$ cat src/prog_entry_pkg.sv
// Package with constants shared by both ends of the programming entry link.
package prog_entry_pkg;
  localparam int KEY_BITS = 32;
  localparam logic [31:0] ENTRY_KEY = 32'h5A3C_96E1; // Arbitrary default key.
  localparam int CMD_BITS = 6;
  localparam int WORD_BITS = 16;
  localparam logic [5:0] CMD_WRITE_PROG = 6'h02;
  localparam logic [5:0] CMD_WRITE_ID = 6'h03;
  localparam logic [5:0] CMD_WRITE_CFG = 6'h04;
  localparam logic [5:0] CMD_CLEAR_LV_ENABLE = 6'h05;
  localparam int CLK_DIV = 4; // Half period of the link clock in clk cycles.
  localparam logic [1:0] WR_PROG = 2'h0;
  localparam logic [1:0] WR_ID = 2'h1;
  localparam logic [1:0] WR_CFG = 2'h2;
endpackage

$ cat src/prog_link_if.sv
// Interface joining the programmer and the device over the serial pins.
`timescale 1ns/1ps
`default_nettype none
interface prog_link_if;
  logic progSerialClock;
  logic dataFromHost;
  logic dataHostOe;
  logic dataFromDev;
  logic dataDevOe;
  logic resetPinLevel;
  logic highVoltage;
  wire progSerialData;
  // Resolved data line: pulled low when nobody drives.
  assign progSerialData = dataHostOe ? dataFromHost :
                          (dataDevOe ? dataFromDev : 1'b0);
  modport device (input progSerialClock, input dataFromHost, input dataHostOe,
                  output dataFromDev, output dataDevOe,
                  input resetPinLevel, input highVoltage,
                  input progSerialData);
  modport host (output progSerialClock, output dataFromHost,
                output dataHostOe, input dataFromDev, input dataDevOe,
                output resetPinLevel, output highVoltage,
                input progSerialData);
endinterface
`default_nettype wire

$ cat src/prog_entry_device.sv
// Device end: programming mode entry and serial write decoding.
// Summary of operation
// RULE1 - Data line two-way, clock line input only; this device never drives the data line.
// RULE2 - Program mode accepts memory, ID, config writes.
// RULE3 - Clock, data low, then high voltage enters.
// RULE4 - Low-voltage entry only while enable bit set.
// RULE5 - Reset low, then shift 32-bit key.
// RULE6 - Low-voltage session lasts while reset low.
// RULE7 - Enable bit set forces external reset on.
// RULE8 - Enable bit cleared only in high-voltage session.
// RULE9 - Bad key or early reset rise aborts.
`timescale 1ns/1ps
`default_nettype none
module prog_entry_device
  import prog_entry_pkg::*;
#(
  parameter logic [31:0] KEY = ENTRY_KEY,
  parameter logic LV_ENABLE_DEFAULT = 1'b1
) (
  input wire logic clk,
  input wire logic rst,
  prog_link_if.device link,
  input wire logic resetDisableCfg,
  output logic lowVoltageProgEnable,
  output logic externalResetPinEnable,
  output logic progMode,
  output logic hvSession,
  output logic writeStrobe,
  output logic [1:0] writeKind,
  output logic [WORD_BITS-1:0] writeData
);
  typedef enum logic [2:0] {
    ST_IDLE = 3'b000,
    ST_KEY = 3'b001,
    ST_CMD = 3'b010,
    ST_DATA = 3'b011
  } state_t;

  state_t state_r, state_nxt;
  logic [2:0] clkSync_r, datSync_r, rstSync_r, hvSync_r;
  logic [2:0] clkSync_nxt, datSync_nxt, rstSync_nxt, hvSync_nxt;
  logic [31:0] shift_r, shift_nxt;
  logic [5:0] count_r, count_nxt;
  logic [CMD_BITS-1:0] cmd_r, cmd_nxt;
  logic lvEnable_r, lvEnable_nxt, hv_r, hv_nxt, mode_r, mode_nxt;
  logic ext_r, ext_nxt, wr_r, wr_nxt;
  logic [1:0] kind_r, kind_nxt;
  logic [WORD_BITS-1:0] wdata_r, wdata_nxt;
  logic clkRise, dat, rstPin, hvIn;

  // Two flip-flops before use; the third stage only serves edge detection.
  always_comb begin
    clkSync_nxt = {clkSync_r[1:0], link.progSerialClock}; // RULE1
    datSync_nxt = {datSync_r[1:0], link.progSerialData};
    rstSync_nxt = {rstSync_r[1:0], link.resetPinLevel};
    hvSync_nxt = {hvSync_r[1:0], link.highVoltage};
    clkRise = clkSync_r[1] & ~clkSync_r[2];
    dat = datSync_r[1];
    rstPin = rstSync_r[1];
    hvIn = hvSync_r[1];
  end

  // Entry sequencing, key check and command decode.
  always_comb begin
    state_nxt = state_r;
    shift_nxt = shift_r;
    count_nxt = count_r;
    cmd_nxt = cmd_r;
    lvEnable_nxt = lvEnable_r;
    hv_nxt = hv_r;
    mode_nxt = mode_r;
    wr_nxt = 1'b0;
    kind_nxt = kind_r;
    wdata_nxt = wdata_r;
    ext_nxt = lvEnable_r | ~resetDisableCfg; // RULE7
    case (state_r)
      ST_IDLE: begin
        shift_nxt = '0;
        count_nxt = '0;
        if (hvIn && !clkSync_r[1] && !dat) begin // RULE3
          hv_nxt = 1'b1;
          mode_nxt = 1'b1;
          state_nxt = ST_CMD;
        end else if (lvEnable_r && !rstPin) begin // RULE4
          state_nxt = ST_KEY;
        end
      end
      ST_KEY: begin
        if (rstPin || !lvEnable_r) begin // RULE9
          state_nxt = ST_IDLE;
        end else if (clkRise) begin
          shift_nxt = {shift_r[30:0], dat}; // RULE5
          count_nxt = count_r + 6'h01;
          if (count_r == 6'(KEY_BITS - 1)) begin
            count_nxt = '0;
            if ({shift_r[30:0], dat} == KEY) begin
              mode_nxt = 1'b1;
              state_nxt = ST_CMD;
            end else begin
              state_nxt = ST_IDLE; // RULE9
            end
          end
        end
      end
      ST_CMD, ST_DATA: begin
        if ((hv_r && !hvIn) || (!hv_r && rstPin)) begin // RULE6
          mode_nxt = 1'b0;
          hv_nxt = 1'b0;
          state_nxt = ST_IDLE;
        end else if (clkRise) begin
          shift_nxt = {shift_r[30:0], dat};
          count_nxt = count_r + 6'h01;
          if (state_r == ST_CMD && count_r == 6'(CMD_BITS - 1)) begin
            cmd_nxt = {shift_r[4:0], dat};
            count_nxt = '0;
            if ({shift_r[4:0], dat} == CMD_CLEAR_LV_ENABLE) begin
              if (hv_r) begin
                lvEnable_nxt = 1'b0; // RULE8
              end
            end else if ({shift_r[4:0], dat} == CMD_WRITE_PROG ||
                         {shift_r[4:0], dat} == CMD_WRITE_ID ||
                         {shift_r[4:0], dat} == CMD_WRITE_CFG) begin
              state_nxt = ST_DATA;
            end
          end else if (state_r == ST_DATA &&
                       count_r == 6'(WORD_BITS - 1)) begin
            count_nxt = '0;
            wr_nxt = 1'b1; // RULE2
            wdata_nxt = {shift_r[14:0], dat};
            kind_nxt = (cmd_r == CMD_WRITE_PROG) ? WR_PROG :
                       (cmd_r == CMD_WRITE_ID) ? WR_ID : WR_CFG;
            state_nxt = ST_CMD;
          end
        end
      end
      default: state_nxt = ST_IDLE;
    endcase
  end

  // State registers.
  always_ff @(posedge clk) begin
    if (rst) begin
      state_r <= ST_IDLE;
      clkSync_r <= 3'h0;
      datSync_r <= 3'h0;
      rstSync_r <= 3'h7;
      hvSync_r <= 3'h0;
      shift_r <= 32'h0000_0000;
      count_r <= 6'h00;
      cmd_r <= 6'h00;
      lvEnable_r <= LV_ENABLE_DEFAULT;
      hv_r <= 1'b0;
      mode_r <= 1'b0;
      ext_r <= 1'b1;
      wr_r <= 1'b0;
      kind_r <= 2'h0;
      wdata_r <= 16'h0000;
    end else begin
      state_r <= state_nxt;
      clkSync_r <= clkSync_nxt;
      datSync_r <= datSync_nxt;
      rstSync_r <= rstSync_nxt;
      hvSync_r <= hvSync_nxt;
      shift_r <= shift_nxt;
      count_r <= count_nxt;
      cmd_r <= cmd_nxt;
      lvEnable_r <= lvEnable_nxt;
      hv_r <= hv_nxt;
      mode_r <= mode_nxt;
      ext_r <= ext_nxt;
      wr_r <= wr_nxt;
      kind_r <= kind_nxt;
      wdata_r <= wdata_nxt;
    end
  end

  // The device never drives data back in this write-only block.
  assign link.dataFromDev = 1'b0; // RULE1
  assign link.dataDevOe = 1'b0;
  assign lowVoltageProgEnable = lvEnable_r;
  assign externalResetPinEnable = ext_r;
  assign progMode = mode_r;
  assign hvSession = hv_r;
  assign writeStrobe = wr_r;
  assign writeKind = kind_r;
  assign writeData = wdata_r;
endmodule // prog_entry_device
`default_nettype wire

$ cat src/flat_wrapper.sv
// flat-port wrapper written by rule: the top's interface ports become plain ports
module prog_entry_device_flat import prog_entry_pkg::*;
#(
  parameter logic [31:0] KEY = ENTRY_KEY,
  parameter logic LV_ENABLE_DEFAULT = 1'b1
)
  (clk, rst, resetDisableCfg, lowVoltageProgEnable, externalResetPinEnable, progMode, hvSession, writeStrobe, writeKind, writeData, link_progSerialClock, link_dataFromHost, link_dataHostOe, link_dataFromDev, link_dataDevOe, link_resetPinLevel, link_highVoltage);
  prog_link_if link_i ();
  input wire logic clk;
  input wire logic rst;
  input wire logic resetDisableCfg;
  output logic lowVoltageProgEnable;
  output logic externalResetPinEnable;
  output logic progMode;
  output logic hvSession;
  output logic writeStrobe;
  output logic [1:0] writeKind;
  output logic [WORD_BITS-1:0] writeData;
  input wire logic [$bits(link_i.progSerialClock)-1:0] link_progSerialClock;
  input wire logic [$bits(link_i.dataFromHost)-1:0] link_dataFromHost;
  input wire logic [$bits(link_i.dataHostOe)-1:0] link_dataHostOe;
  output wire logic [$bits(link_i.dataFromDev)-1:0] link_dataFromDev;
  output wire logic [$bits(link_i.dataDevOe)-1:0] link_dataDevOe;
  input wire logic [$bits(link_i.resetPinLevel)-1:0] link_resetPinLevel;
  input wire logic [$bits(link_i.highVoltage)-1:0] link_highVoltage;
  assign link_i.progSerialClock = link_progSerialClock;
  assign link_i.dataFromHost = link_dataFromHost;
  assign link_i.dataHostOe = link_dataHostOe;
  assign link_dataFromDev = link_i.dataFromDev;
  assign link_dataDevOe = link_i.dataDevOe;
  assign link_i.resetPinLevel = link_resetPinLevel;
  assign link_i.highVoltage = link_highVoltage;
  prog_entry_device #(.KEY(KEY), .LV_ENABLE_DEFAULT(LV_ENABLE_DEFAULT)) u_core (.clk(clk), .rst(rst), .link(link_i), .resetDisableCfg(resetDisableCfg), .lowVoltageProgEnable(lowVoltageProgEnable), .externalResetPinEnable(externalResetPinEnable), .progMode(progMode), .hvSession(hvSession), .writeStrobe(writeStrobe), .writeKind(writeKind), .writeData(writeData));
endmodule
$ cat config.mk
export PLATFORM = sky130hd
export DESIGN_NAME = prog_entry_device_flat
export DESIGN_NICKNAME = d
export VERILOG_FILES = /design/src/prog_entry_pkg.sv /design/src/prog_link_if.sv /design/src/prog_entry_device.sv /design/src/flat_wrapper.sv
export SDC_FILE = /design/constraint.sdc
export NUM_CORES = 1
export LEC_CHECK = 0
export ABC_AREA = 1
export BUFFER_PORTS_ARGS = -buffer_cell sky130_fd_sc_hd__buf_2
export CAP_MARGIN = 30
export CORE_ASPECT_RATIO = 2
export CORE_MARGIN = 10
export CORE_UTILIZATION = 52
export CTS_BUF_LIST = sky130_fd_sc_hd__clkbuf_16
export DETAILED_ROUTE_END_ITERATION = 10
export GPL_ROUTABILITY_DRIVEN = 0
export PLACE_DENSITY = 0.74
export SYNTH_ARGS = -nofsm -noshare
export SYNTH_HDL_FRONTEND = slang
export SYNTH_SLANG_ARGS = --single-unit
$ cat constraint.sdc
create_clock -name clk -period 1.5 [get_ports clk]
set_input_delay 0.075 -clock clk [delete_from_list [all_inputs] [get_ports clk]]
set_output_delay 0.075 -clock clk [all_outputs]
set_load 0.1 [all_outputs]
After elaboration in Yosys (flattened, before gate mapping)
Cells that the tools add are included.
- output and inout port bits: 25
- flip-flop bits (word level): 79
- bits of input ports: 8
- reduce and logical (&&, ||, !) cells: 31
- equal/unequal tests: 28
- bitwise logic cells: 9
- muxes and demuxes: 36
- $add $sub $neg: 1
- operators by type and width (kind ; count):
    $mux W32 ; 3
    $pmux W32 S3 ; 1
    $mux W6 ; 7
    $mux W3 ; 11
    $eq A32 B31 Y1 const B ; 1
    $eq A6 B2 Y1 const B ; 4
    $eq A6 B3 Y1 const B ; 3
    $pmux W6 S3 ; 1
    $reduce_and A7 Y1 ; 2
    $ne A2 B1 Y1 const B ; 6
    $ne A3 B1 Y1 const B ; 4
    $reduce_and A5 Y1 ; 2
    $pmux W3 S3 ; 1
    $ne A4 B3 Y1 const B ; 2
    $logic_and A1 B1 Y1 ; 7
    $mux W1 ; 7
    $not A1 Y1 ; 7
    $add A6 B1 Y6 const B ; 1
    $eq A3 B2 Y1 const B ; 2
    $eq A6 B4 Y1 const B ; 1
    $eq A6 B5 Y1 const B ; 1
    $logic_not A1 Y1 ; 6
    $mux W2 ; 3
    $reduce_and A3 Y1 ; 2
    other kinds (15) ; 20

Longest topological paths before layout
Gate-level depths: netlist (run 1).
- depth after elaboration: 9
- mapped depth: 12
- mapped depth without buffers: 12

Worst setup path after synthesis (run 1)
No wires, ideal clock.
- path type: register -> register
- start: reg u_core.hv_r, in the netlist u_core.hvSession
- end: reg u_core.wdata_r[0], in the netlist u_core.writeData[0]
- arrival: 2.005 ns
- cell stages (with the launch flop): 10
- setup time: 0.068 ns
- period minus slack after synthesis: 2.073 ns
- required time: 1.432 ns
- path buffers: 1
- setup slack: -0.573 ns
- cells stage by stage: dfxtp_1 -> nand2_1 -> o21ai_2 -> inv_2 -> nor2_4 -> nand2_2 -> nor2_4 -> buf_6 -> o21ai_1 -> a21oi_2
- cells in the longest elaborated chain, start to end: 5
- elaborated cells between the ends (all ways): 6
- those cells by class: bitwise (1); reduce/logical (5)
- RTL lines (item ; line ; text):
    start: declaration ; prog_entry_device.sv:45 ; logic lvEnable_r, lvEnable_nxt, hv_r, hv_nxt, mode_r, mode_nxt;
    start signal: assignment ; prog_entry_device.sv:168 ; hv_r <= hv_nxt;
    $logic_not A1 Y1 ; prog_entry_device.sv:106 ; if ((hv_r && !hvIn) || (!hv_r && rstPin)) begin
    $logic_and A1 B1 Y1 ; prog_entry_device.sv:106 ;
    $logic_or A1 B1 Y1 (*) ; prog_entry_device.sv:106 ;
    $not A1 Y1 (no source line) (*) ; -- ;
    $reduce_and A5 Y1 (no source line) (*) ; -- ;
    end signal: assignment ; prog_entry_device.sv:173 ; wdata_r <= wdata_nxt;
    end: declaration ; prog_entry_device.sv:48 ; logic [WORD_BITS-1:0] wdata_r, wdata_nxt;
Mark *: on every way between the ends. The rest lies on a longest branch, timed or not.
A chain may end at the register's enable or synchronous reset.

Worst setup path after layout (run 1)
- start: reg u_core.count_r[0]
- end: reg u_core.state_r[0]
- cells in the longest elaborated chain, start to end: 6
- elaborated cells between the ends (all ways): 14
- those cells by class: eq/ne (7); mux (4); reduce/logical (3)
- RTL lines (item ; line ; text):
    start: declaration ; prog_entry_device.sv:43 ; logic [5:0] count_r, count_nxt;
    start signal: assignment ; prog_entry_device.sv:165 ; count_r <= count_nxt;
    $eq A6 B3 Y1 ; prog_entry_device.sv:113 ; if (state_r == ST_CMD && count_r == 6'(CMD_BITS - 1)) begin
    $logic_and A1 B1 Y1 ; prog_entry_device.sv:113 ;
    $mux W3 ; prog_entry_device.sv:113 ;
    $mux W3 ; prog_entry_device.sv:110 ; end else if (clkRise) begin
    $mux W3 ; prog_entry_device.sv:106 ;
    $pmux W3 S3 ; prog_entry_device.sv:76 ; case (state_r)
    end signal: assignment ; prog_entry_device.sv:159 ; state_r <= state_nxt;
    end: declaration ; prog_entry_device.sv:39 ; state_t state_r, state_nxt;
Parallel ways exist; a longest one is shown, timed or not. The select of a mux whose other input is x is not followed.

==> results.toml, run 1 <==
[floorplanning]
pin_count = 33
initial_core_util = 0.5286
floorplan.core_area_um2 = 6259
die_area_um2 = 10150
placement_rows = 41
die_height_um = 132.8
die_width_um = 76.40

[timing]
timing.final.setup_violations = 8
final_min_period_ps = 1525
final-hold-violation-count = 0
final_max_slew_viol_count = 0
fin_worst_skew_ps = 4.443
rsz0062_at_grt = "yes"
fin_crit_sh = 1.017
final.setup.tns_ps = -90.36
maxClockFrequency_mhz = 655.7
final_critical_path_setup_slack_ps = -25.19
fin_hold_ws_ps = 109.2

[outcome]
failing_checks = "setup timing"
status = "finished, violations left"

[global_route]
grt_pass1_wl_um = 13760
grt_max_degree = 32
first_global_vias = 3107
globalRoute.totalOverflow = 0
grt_antenna_before_repair = 0
groute.usage.overall = 0.1648

[logic_synthesis]
synthMostInstantiatedCell = "sky130_fd_sc_hd__dfxtp_1"
yosys.area_share.xor_xnor = 0.002648
post_synth_num_cell_types = 33
synth_top_family_by_area = "simple AND/OR/NAND/NOR gates"
yosys.area_share.adder = 0.007564
synth.avg_cell_area_um2 = 7.802
ys_top_cells_by_area = "sky130_fd_sc_hd__dfxtp_1 47%, sky130_fd_sc_hd__a21oi_1 8.2%, sky130_fd_sc_hd__nand2_1 7.8%"
yosys_warnings = 0
yosys_register_bits = 77
synthArstFlopShare = 0
post_synth_edffs = 0
synth_compound_gate_area_share = 0.1906
post_synth_and_or_nand_nor_area_fraction = 0.2292
post_synthesis_cell_area_um2 = 3308
synth.yosys.seq_area_share = 0.4660
synth_ff_type = "sky130_fd_sc_hd__dfxtp_1"
yosys.area.top_type = "sky130_fd_sc_hd__dfxtp_1"
synth_top_area_share = 0.4660
synth_top_cells_by_count = "77 x sky130_fd_sc_hd__dfxtp_1, 69 x sky130_fd_sc_hd__nand2_1, 54 x sky130_fd_sc_hd__a21oi_1, 43 x sky130_fd_sc_hd__inv_1, 35 x sky130_fd_sc_hd__nor2_1"
syn-instance-count = 424
synth.mux.area_fraction = 0

[routing]
drt-total-wl_um = 8485
post_drt_wl_per_cell_um = 14.76
via_cell_ratio = 5.388
route.antenna.remaining_nets = 0
drc_violations = 0
routed-via-count = 3098
drt_iter0_drc = 250
iteration_count_of_the_initial_detailed_routing_pass = 5

[min_path]
holdCritStartpoint = "rst"
hold_path.class = "input port to flop"
worstHoldEndpoint = "u_core.clkSync_r[0]"
worst_hold_path.num_cells = 2

[clock_network]
cts.root.buffer_cell = "sky130_fd_sc_hd__clkbuf_16"
numClockSinks = 77
tritoncts.num_buffers = 9
clkSlewWorstSetupHoldPaths_ps = 60
clkLatencyLatePin_ps = 340
cts_tree = "yes"
ctsHtreeMaxLevel = 3
clock_tree.buffer_depth = 2

[finish]
final_cell_utilization_of_the_core = 0.6983
finalNonFillerCells = 575
layout-drive-gt1-share = 0.3436
areaGrowthSynthToFinish_pct = 32.11
insertedDiodeCount = 0
final_design_area_no_fill_um2 = 4370
finish.net_count = 496
nFillCells = 513

[setup_path]
worstReg2RegStart = "u_core.count_r[0]"
worst_setup_path_start_kind = "flop"
timing.critical_path.arrival_ps = 1790
critPathMaxFanout = 4
worstRegToRegCells = 12
worst_ep_required_time_ps = 1770
regToRegSetupSlack_ps = -30
crit-reg2reg-capture = "u_core.state_r[0]"
critPathCaptureType = "flop"
worst-setup-path-type = "flop to flop"

[pwr]
worst_ir_drop_vdd_v = 0.001323
pwr_density_cell_nw_per_um2 = 1849
total_leakage_power_nw = 1.686
fin_total_pwr_mw = 8.082

[placement]
dpl_worst_slack_ps = -194.4
port_buffers = 30
detailed_place_hpwl_um = 5452
dpl-instance-area_um2 = 3714
placedCellCount = 548

[run]
max_cap_violations = 0
==> registers in the layout, indices dropped and copies added (netlist names) <==
name,cells
u_core.state_r,2
u_core.clkSync_r,3
u_core.rstSync_r,2
u_core.hvSession,1
u_core.progMode,1
u_core.shift_r,31
u_core.writeData,16
u_core.lowVoltageProgEnable,1
u_core.count_r,6
u_core.writeStrobe,1
u_core.datSync_r,2
u_core.hvSync_r,2
u_core.externalResetPinEnable,1
u_core.writeKind,2
u_core.cmd_r,6
==> routing by layer <==
metal	share of wire	global-route usage
met1	0.36	0.1492
met2	0.54	0.3056
met3	0.043	0.04138
met4	0.051	0.1185
met5	0	0
==> how the worst max path moves through the flow <==
stage                      start                  end  depth (start not counted)
6_report       u_core.count_r[0]    u_core.state_r[0]                         12
5_1_grt        u_core.count_r[0]    u_core.state_r[0]                         12
4_1_cts        u_core.count_r[1]      u_core.cmd_r[0]                         11
3_5_place_dp   u_core.count_r[0]  u_core.writeData[8]                          9
3_3_place_gp   u_core.count_r[1]  u_core.writeData[9]                         11
2_1_floorplan   u_core.hvSession  u_core.writeData[0]                          9
==> critical path, cell delays in order, from the launching register on <==
cell and delay [ps]:
sky130_fd_sc_hd__dfxtp_4 380, sky130_fd_sc_hd__ha_4 140, sky130_fd_sc_hd__nand2_1 60, sky130_fd_sc_hd__inv_2 60, sky130_fd_sc_hd__nand2_2 70, sky130_fd_sc_hd__buf_6 130, sky130_fd_sc_hd__o21ai_4 170, sky130_fd_sc_hd__nand2_2 70
sky130_fd_sc_hd__nand2_2 80, sky130_fd_sc_hd__inv_1 50, sky130_fd_sc_hd__nor2_2 90, sky130_fd_sc_hd__nor2_1 50, sky130_fd_sc_hd__nor2_1 90
==> cell type report <==
type | instances | area (um^2) | area share
clock inverters | 5 | 30.03 | 0.006871
multi-input cells | 276 | 1667 | 0.3813
clock buffers | 9 | 225.2 | 0.05153
repair buffers | 73 | 583.1 | 0.1334
inverters | 49 | 198.9 | 0.04552
flip-flops and latches | 77 | 1559 | 0.3567
well taps | 86 | 107.6 | 0.02462
==> placed cells by master, fill, tap and decap left out, drive strengths merged, types with 3 or more instances in the layout <==
master,n
o21ai,28
dfxtp,77
a21oi,63
nand4,3
nor2,42
a211oi,17
clkinv,6
inv,48
nand2,74
nand3,28
dlygate4sd3,6
nor3,11
buf,67
clkbuf,9
==> timing repair <==
action | CTS | global route
gates resized for setup | 21 | 52
endpoints found under the setup margin | 46 | 63
cloned | 0 | 0
buffers inserted | 4 | 4
pin swaps | 8 | 9
endpoints found under the hold margin | 5 | 0
hold buffers | 6 | 0
==> report_power, final <==
| part | internal (mW) | total, mW | leakage, nW | switching [mW] |
|---|---|---|---|---|
| registers | 2.38 | 2.71 | 0.629 | 0.328 |
| logic | 1.31 | 3.47 | 0.931 | 2.16 |
| clock network | 1.09 | 1.90 | 0.126 | 0.810 |
| total | 4.78 | 8.08 | 1.69 | 3.30 |
==> cell families (layout without fill, tap and decap cells) <==
family          after synthesis  in the layout
flops                        77             77
compound gates              109            109
buf+inv                      72            136
simple gates                162            162
fa+ha+maj                     2              2
xor+xnor                      1              1
other cells                   1              2
No activity file was read; power rests on OpenSTA's default activity.
==> run 2, diff against run 1 <==
CORE_ASPECT_RATIO = 0.8   (was 2)
==> results.toml, run 2 (synthesis gave the netlist of run 1 again) <==
[setup_path]
crit-reg2reg-capture = "u_core.writeData[9]"
critPathMaxFanout = 14
worstRegToRegCells = 12
regToRegSetupSlack_ps = -170
worstReg2RegStart = "u_core.count_r[1]"
max_stage_delay_ps = 360
worst_ep_required_time_ps = 1760
worst-setup-path-type = "flop to flop"
critPathSlowestCell = "sky130_fd_sc_hd__dfxtp_4"
worst_path_cell_trace = "inv_4, ha_4, inv_2, nor2_2, nand2_2, nor2_4, nor2_4, buf_4, nand3_4, inv_2, buf_12, a21oi_1"
critPathCaptureType = "flop"
worst_setup_path_start_kind = "flop"
timing.critical_path.arrival_ps = 1930

[min_path]
worst_hold_path.num_cells = 2
worstHoldEndpoint = "u_core.writeKind[0]"
hold_path.class = "input port to flop"
holdCritStartpoint = "rst"

[global_route]
globalRoute.totalOverflow = 0
use_met1 = 0.2140
grt.met2_usage = 0.2390
grt_antenna_before_repair = 0
first_global_vias = 2769
grt_util_met3 = 0.06709
grt_pass1_wl_um = 13230
grt_max_degree = 39
top_usage_layer = "met2"
groute.usage.overall = 0.1629

[pwr]
seq_power_share = 0.318
p_clk_frac = 0.241
power_switching_mw = 3.393
fin_total_pwr_mw = 8.546
p_int_mw = 5.152
pwr_density_cell_nw_per_um2 = 1871
total_leakage_power_nw = 1.798
switching_share = 0.3971
comb_power_share = 0.441
worst_ir_drop_vdd_v = 0.001372

[finish]
insertedDiodeCount = 0
layout-drive-gt1-share = 0.3735
finish.net_count = 504
nFillCells = 401
final_cell_utilization_of_the_core = 0.7565
final_design_area_no_fill_um2 = 4567
areaGrowthSynthToFinish_pct = 38.05
largest_register = "u_core.shift_r"
finalNonFillerCells = 579
final_cell_mix = "69 x sky130_fd_sc_hd__dfxtp_1, 59 x sky130_fd_sc_hd__nand2_1, 44 x sky130_fd_sc_hd__a21oi_1"
largest_register_ffs = 31
mostFrequentLayoutCell = "sky130_fd_sc_hd__dfxtp_1"

[floorplanning]
die_area_um2 = 9972
die_width_um = 109.2
floorplan.core_area_um2 = 6037
die_height_um = 91.34
placement_rows = 25
initial_core_util = 0.5480
pin_count = 33

[clock_network]
cts_tree = "yes"
clkSlewWorstSetupHoldPaths_ps = 60
clock_tree.buffer_depth = 2
clkLatencyLatePin_ps = 340
cts.root.buffer_cell = "sky130_fd_sc_hd__clkbuf_16"
ctsHtreeMaxLevel = 3
numClockSinks = 77
tritoncts.num_buffers = 9

[routing]
routed-via-count = 3226
drt-total-wl_um = 9535
drt_iter0_drc = 310
iteration_count_of_the_initial_detailed_routing_pass = 5
drc_violations = 0
route.antenna.remaining_nets = 0
post_drt_wl_per_cell_um = 16.47
via_cell_ratio = 5.572

[timing]
maxClockFrequency_mhz = 600.2
final-hold-violation-count = 0
timing.final.setup_violations = 33
final_min_period_ps = 1666
final.setup.tns_ps = -3118
rsz0062_at_grt = "yes"
fin_crit_sh = 1.111
fin_hold_ws_ps = 122.1
fin_worst_skew_ps = 6.687
final_critical_path_setup_slack_ps = -166.2
final_max_slew_viol_count = 0

[placement]
placedCellCount = 538
port_buffers = 30
dpl-instance-area_um2 = 3657
detailed_place_hpwl_um = 5076
dpl_worst_slack_ps = -207.5

[run]
max_cap_violations = 0

[outcome]
failing_checks = "setup timing"
status = "finished, violations left"
==> run 2: critical path, delay by kind of cell, from the launching register on <==
kind            cells  cell delay, ps
compound gates      1             170
fa+ha+maj           1             120
buf+inv             5             440
flops               1             360
simple gates        5             490
==> run 2: area by class of cell <==
cell class                 count  area, um^2  share of cell area
multi-input combinational    276        1705              0.3734
sequential                    77        1564              0.3425
timing repair buffer          81       713.2              0.1562
clock buffer                  10       250.2             0.05479
inverter                      49       198.9             0.04356
tap                           81       101.3             0.02219
clock inverter                 5       33.78            0.007397
==> run 2: power groups by stage <==
stage               clock network [mW]  registers [mW]  logic (mW)
global route                      2.16            2.74        4.07
CTS                               2.10            2.64        2.71
detailed placement                   0            2.66        2.59
global placement                     0            2.64        2.53
floorplan                            0            2.70        1.90
finish                            2.06            2.71        3.77
==> run 2: how the worst max path moves through the flow <==
stage,depth (start not counted),from,slack [ps],to
after floorplan,9,u_core.hvSession,-8,u_core.writeData[0]
after global placement,11,u_core.count_r[1],-100,u_core.writeData[8]
after detailed placement,11,u_core.count_r[1],-210,u_core.writeData[8]
after CTS,10,u_core.count_r[0],-50,u_core.writeData[9]
after global routing,12,u_core.count_r[1],-220,u_core.writeData[4]
final,12,u_core.count_r[1],-170,u_core.writeData[9]
==> run 2: routing by layer <==
metal	routed length (um)	share of wire
met1	4137	0.43
met2	4425	0.46
met5	0	0
met3	768	0.081
met4	204	0.021
==> run 2: timing repair <==
item / 4_1_cts / 5_1_grt
hold buffers: 6 / 0
cloned: 0 / 5
pin swaps: 7 / 19
hold endpoints to repair: 5 / 0
resized for setup: 20 / 71
setup endpoints to repair: 32 / 66
setup buffers: 5 / 11
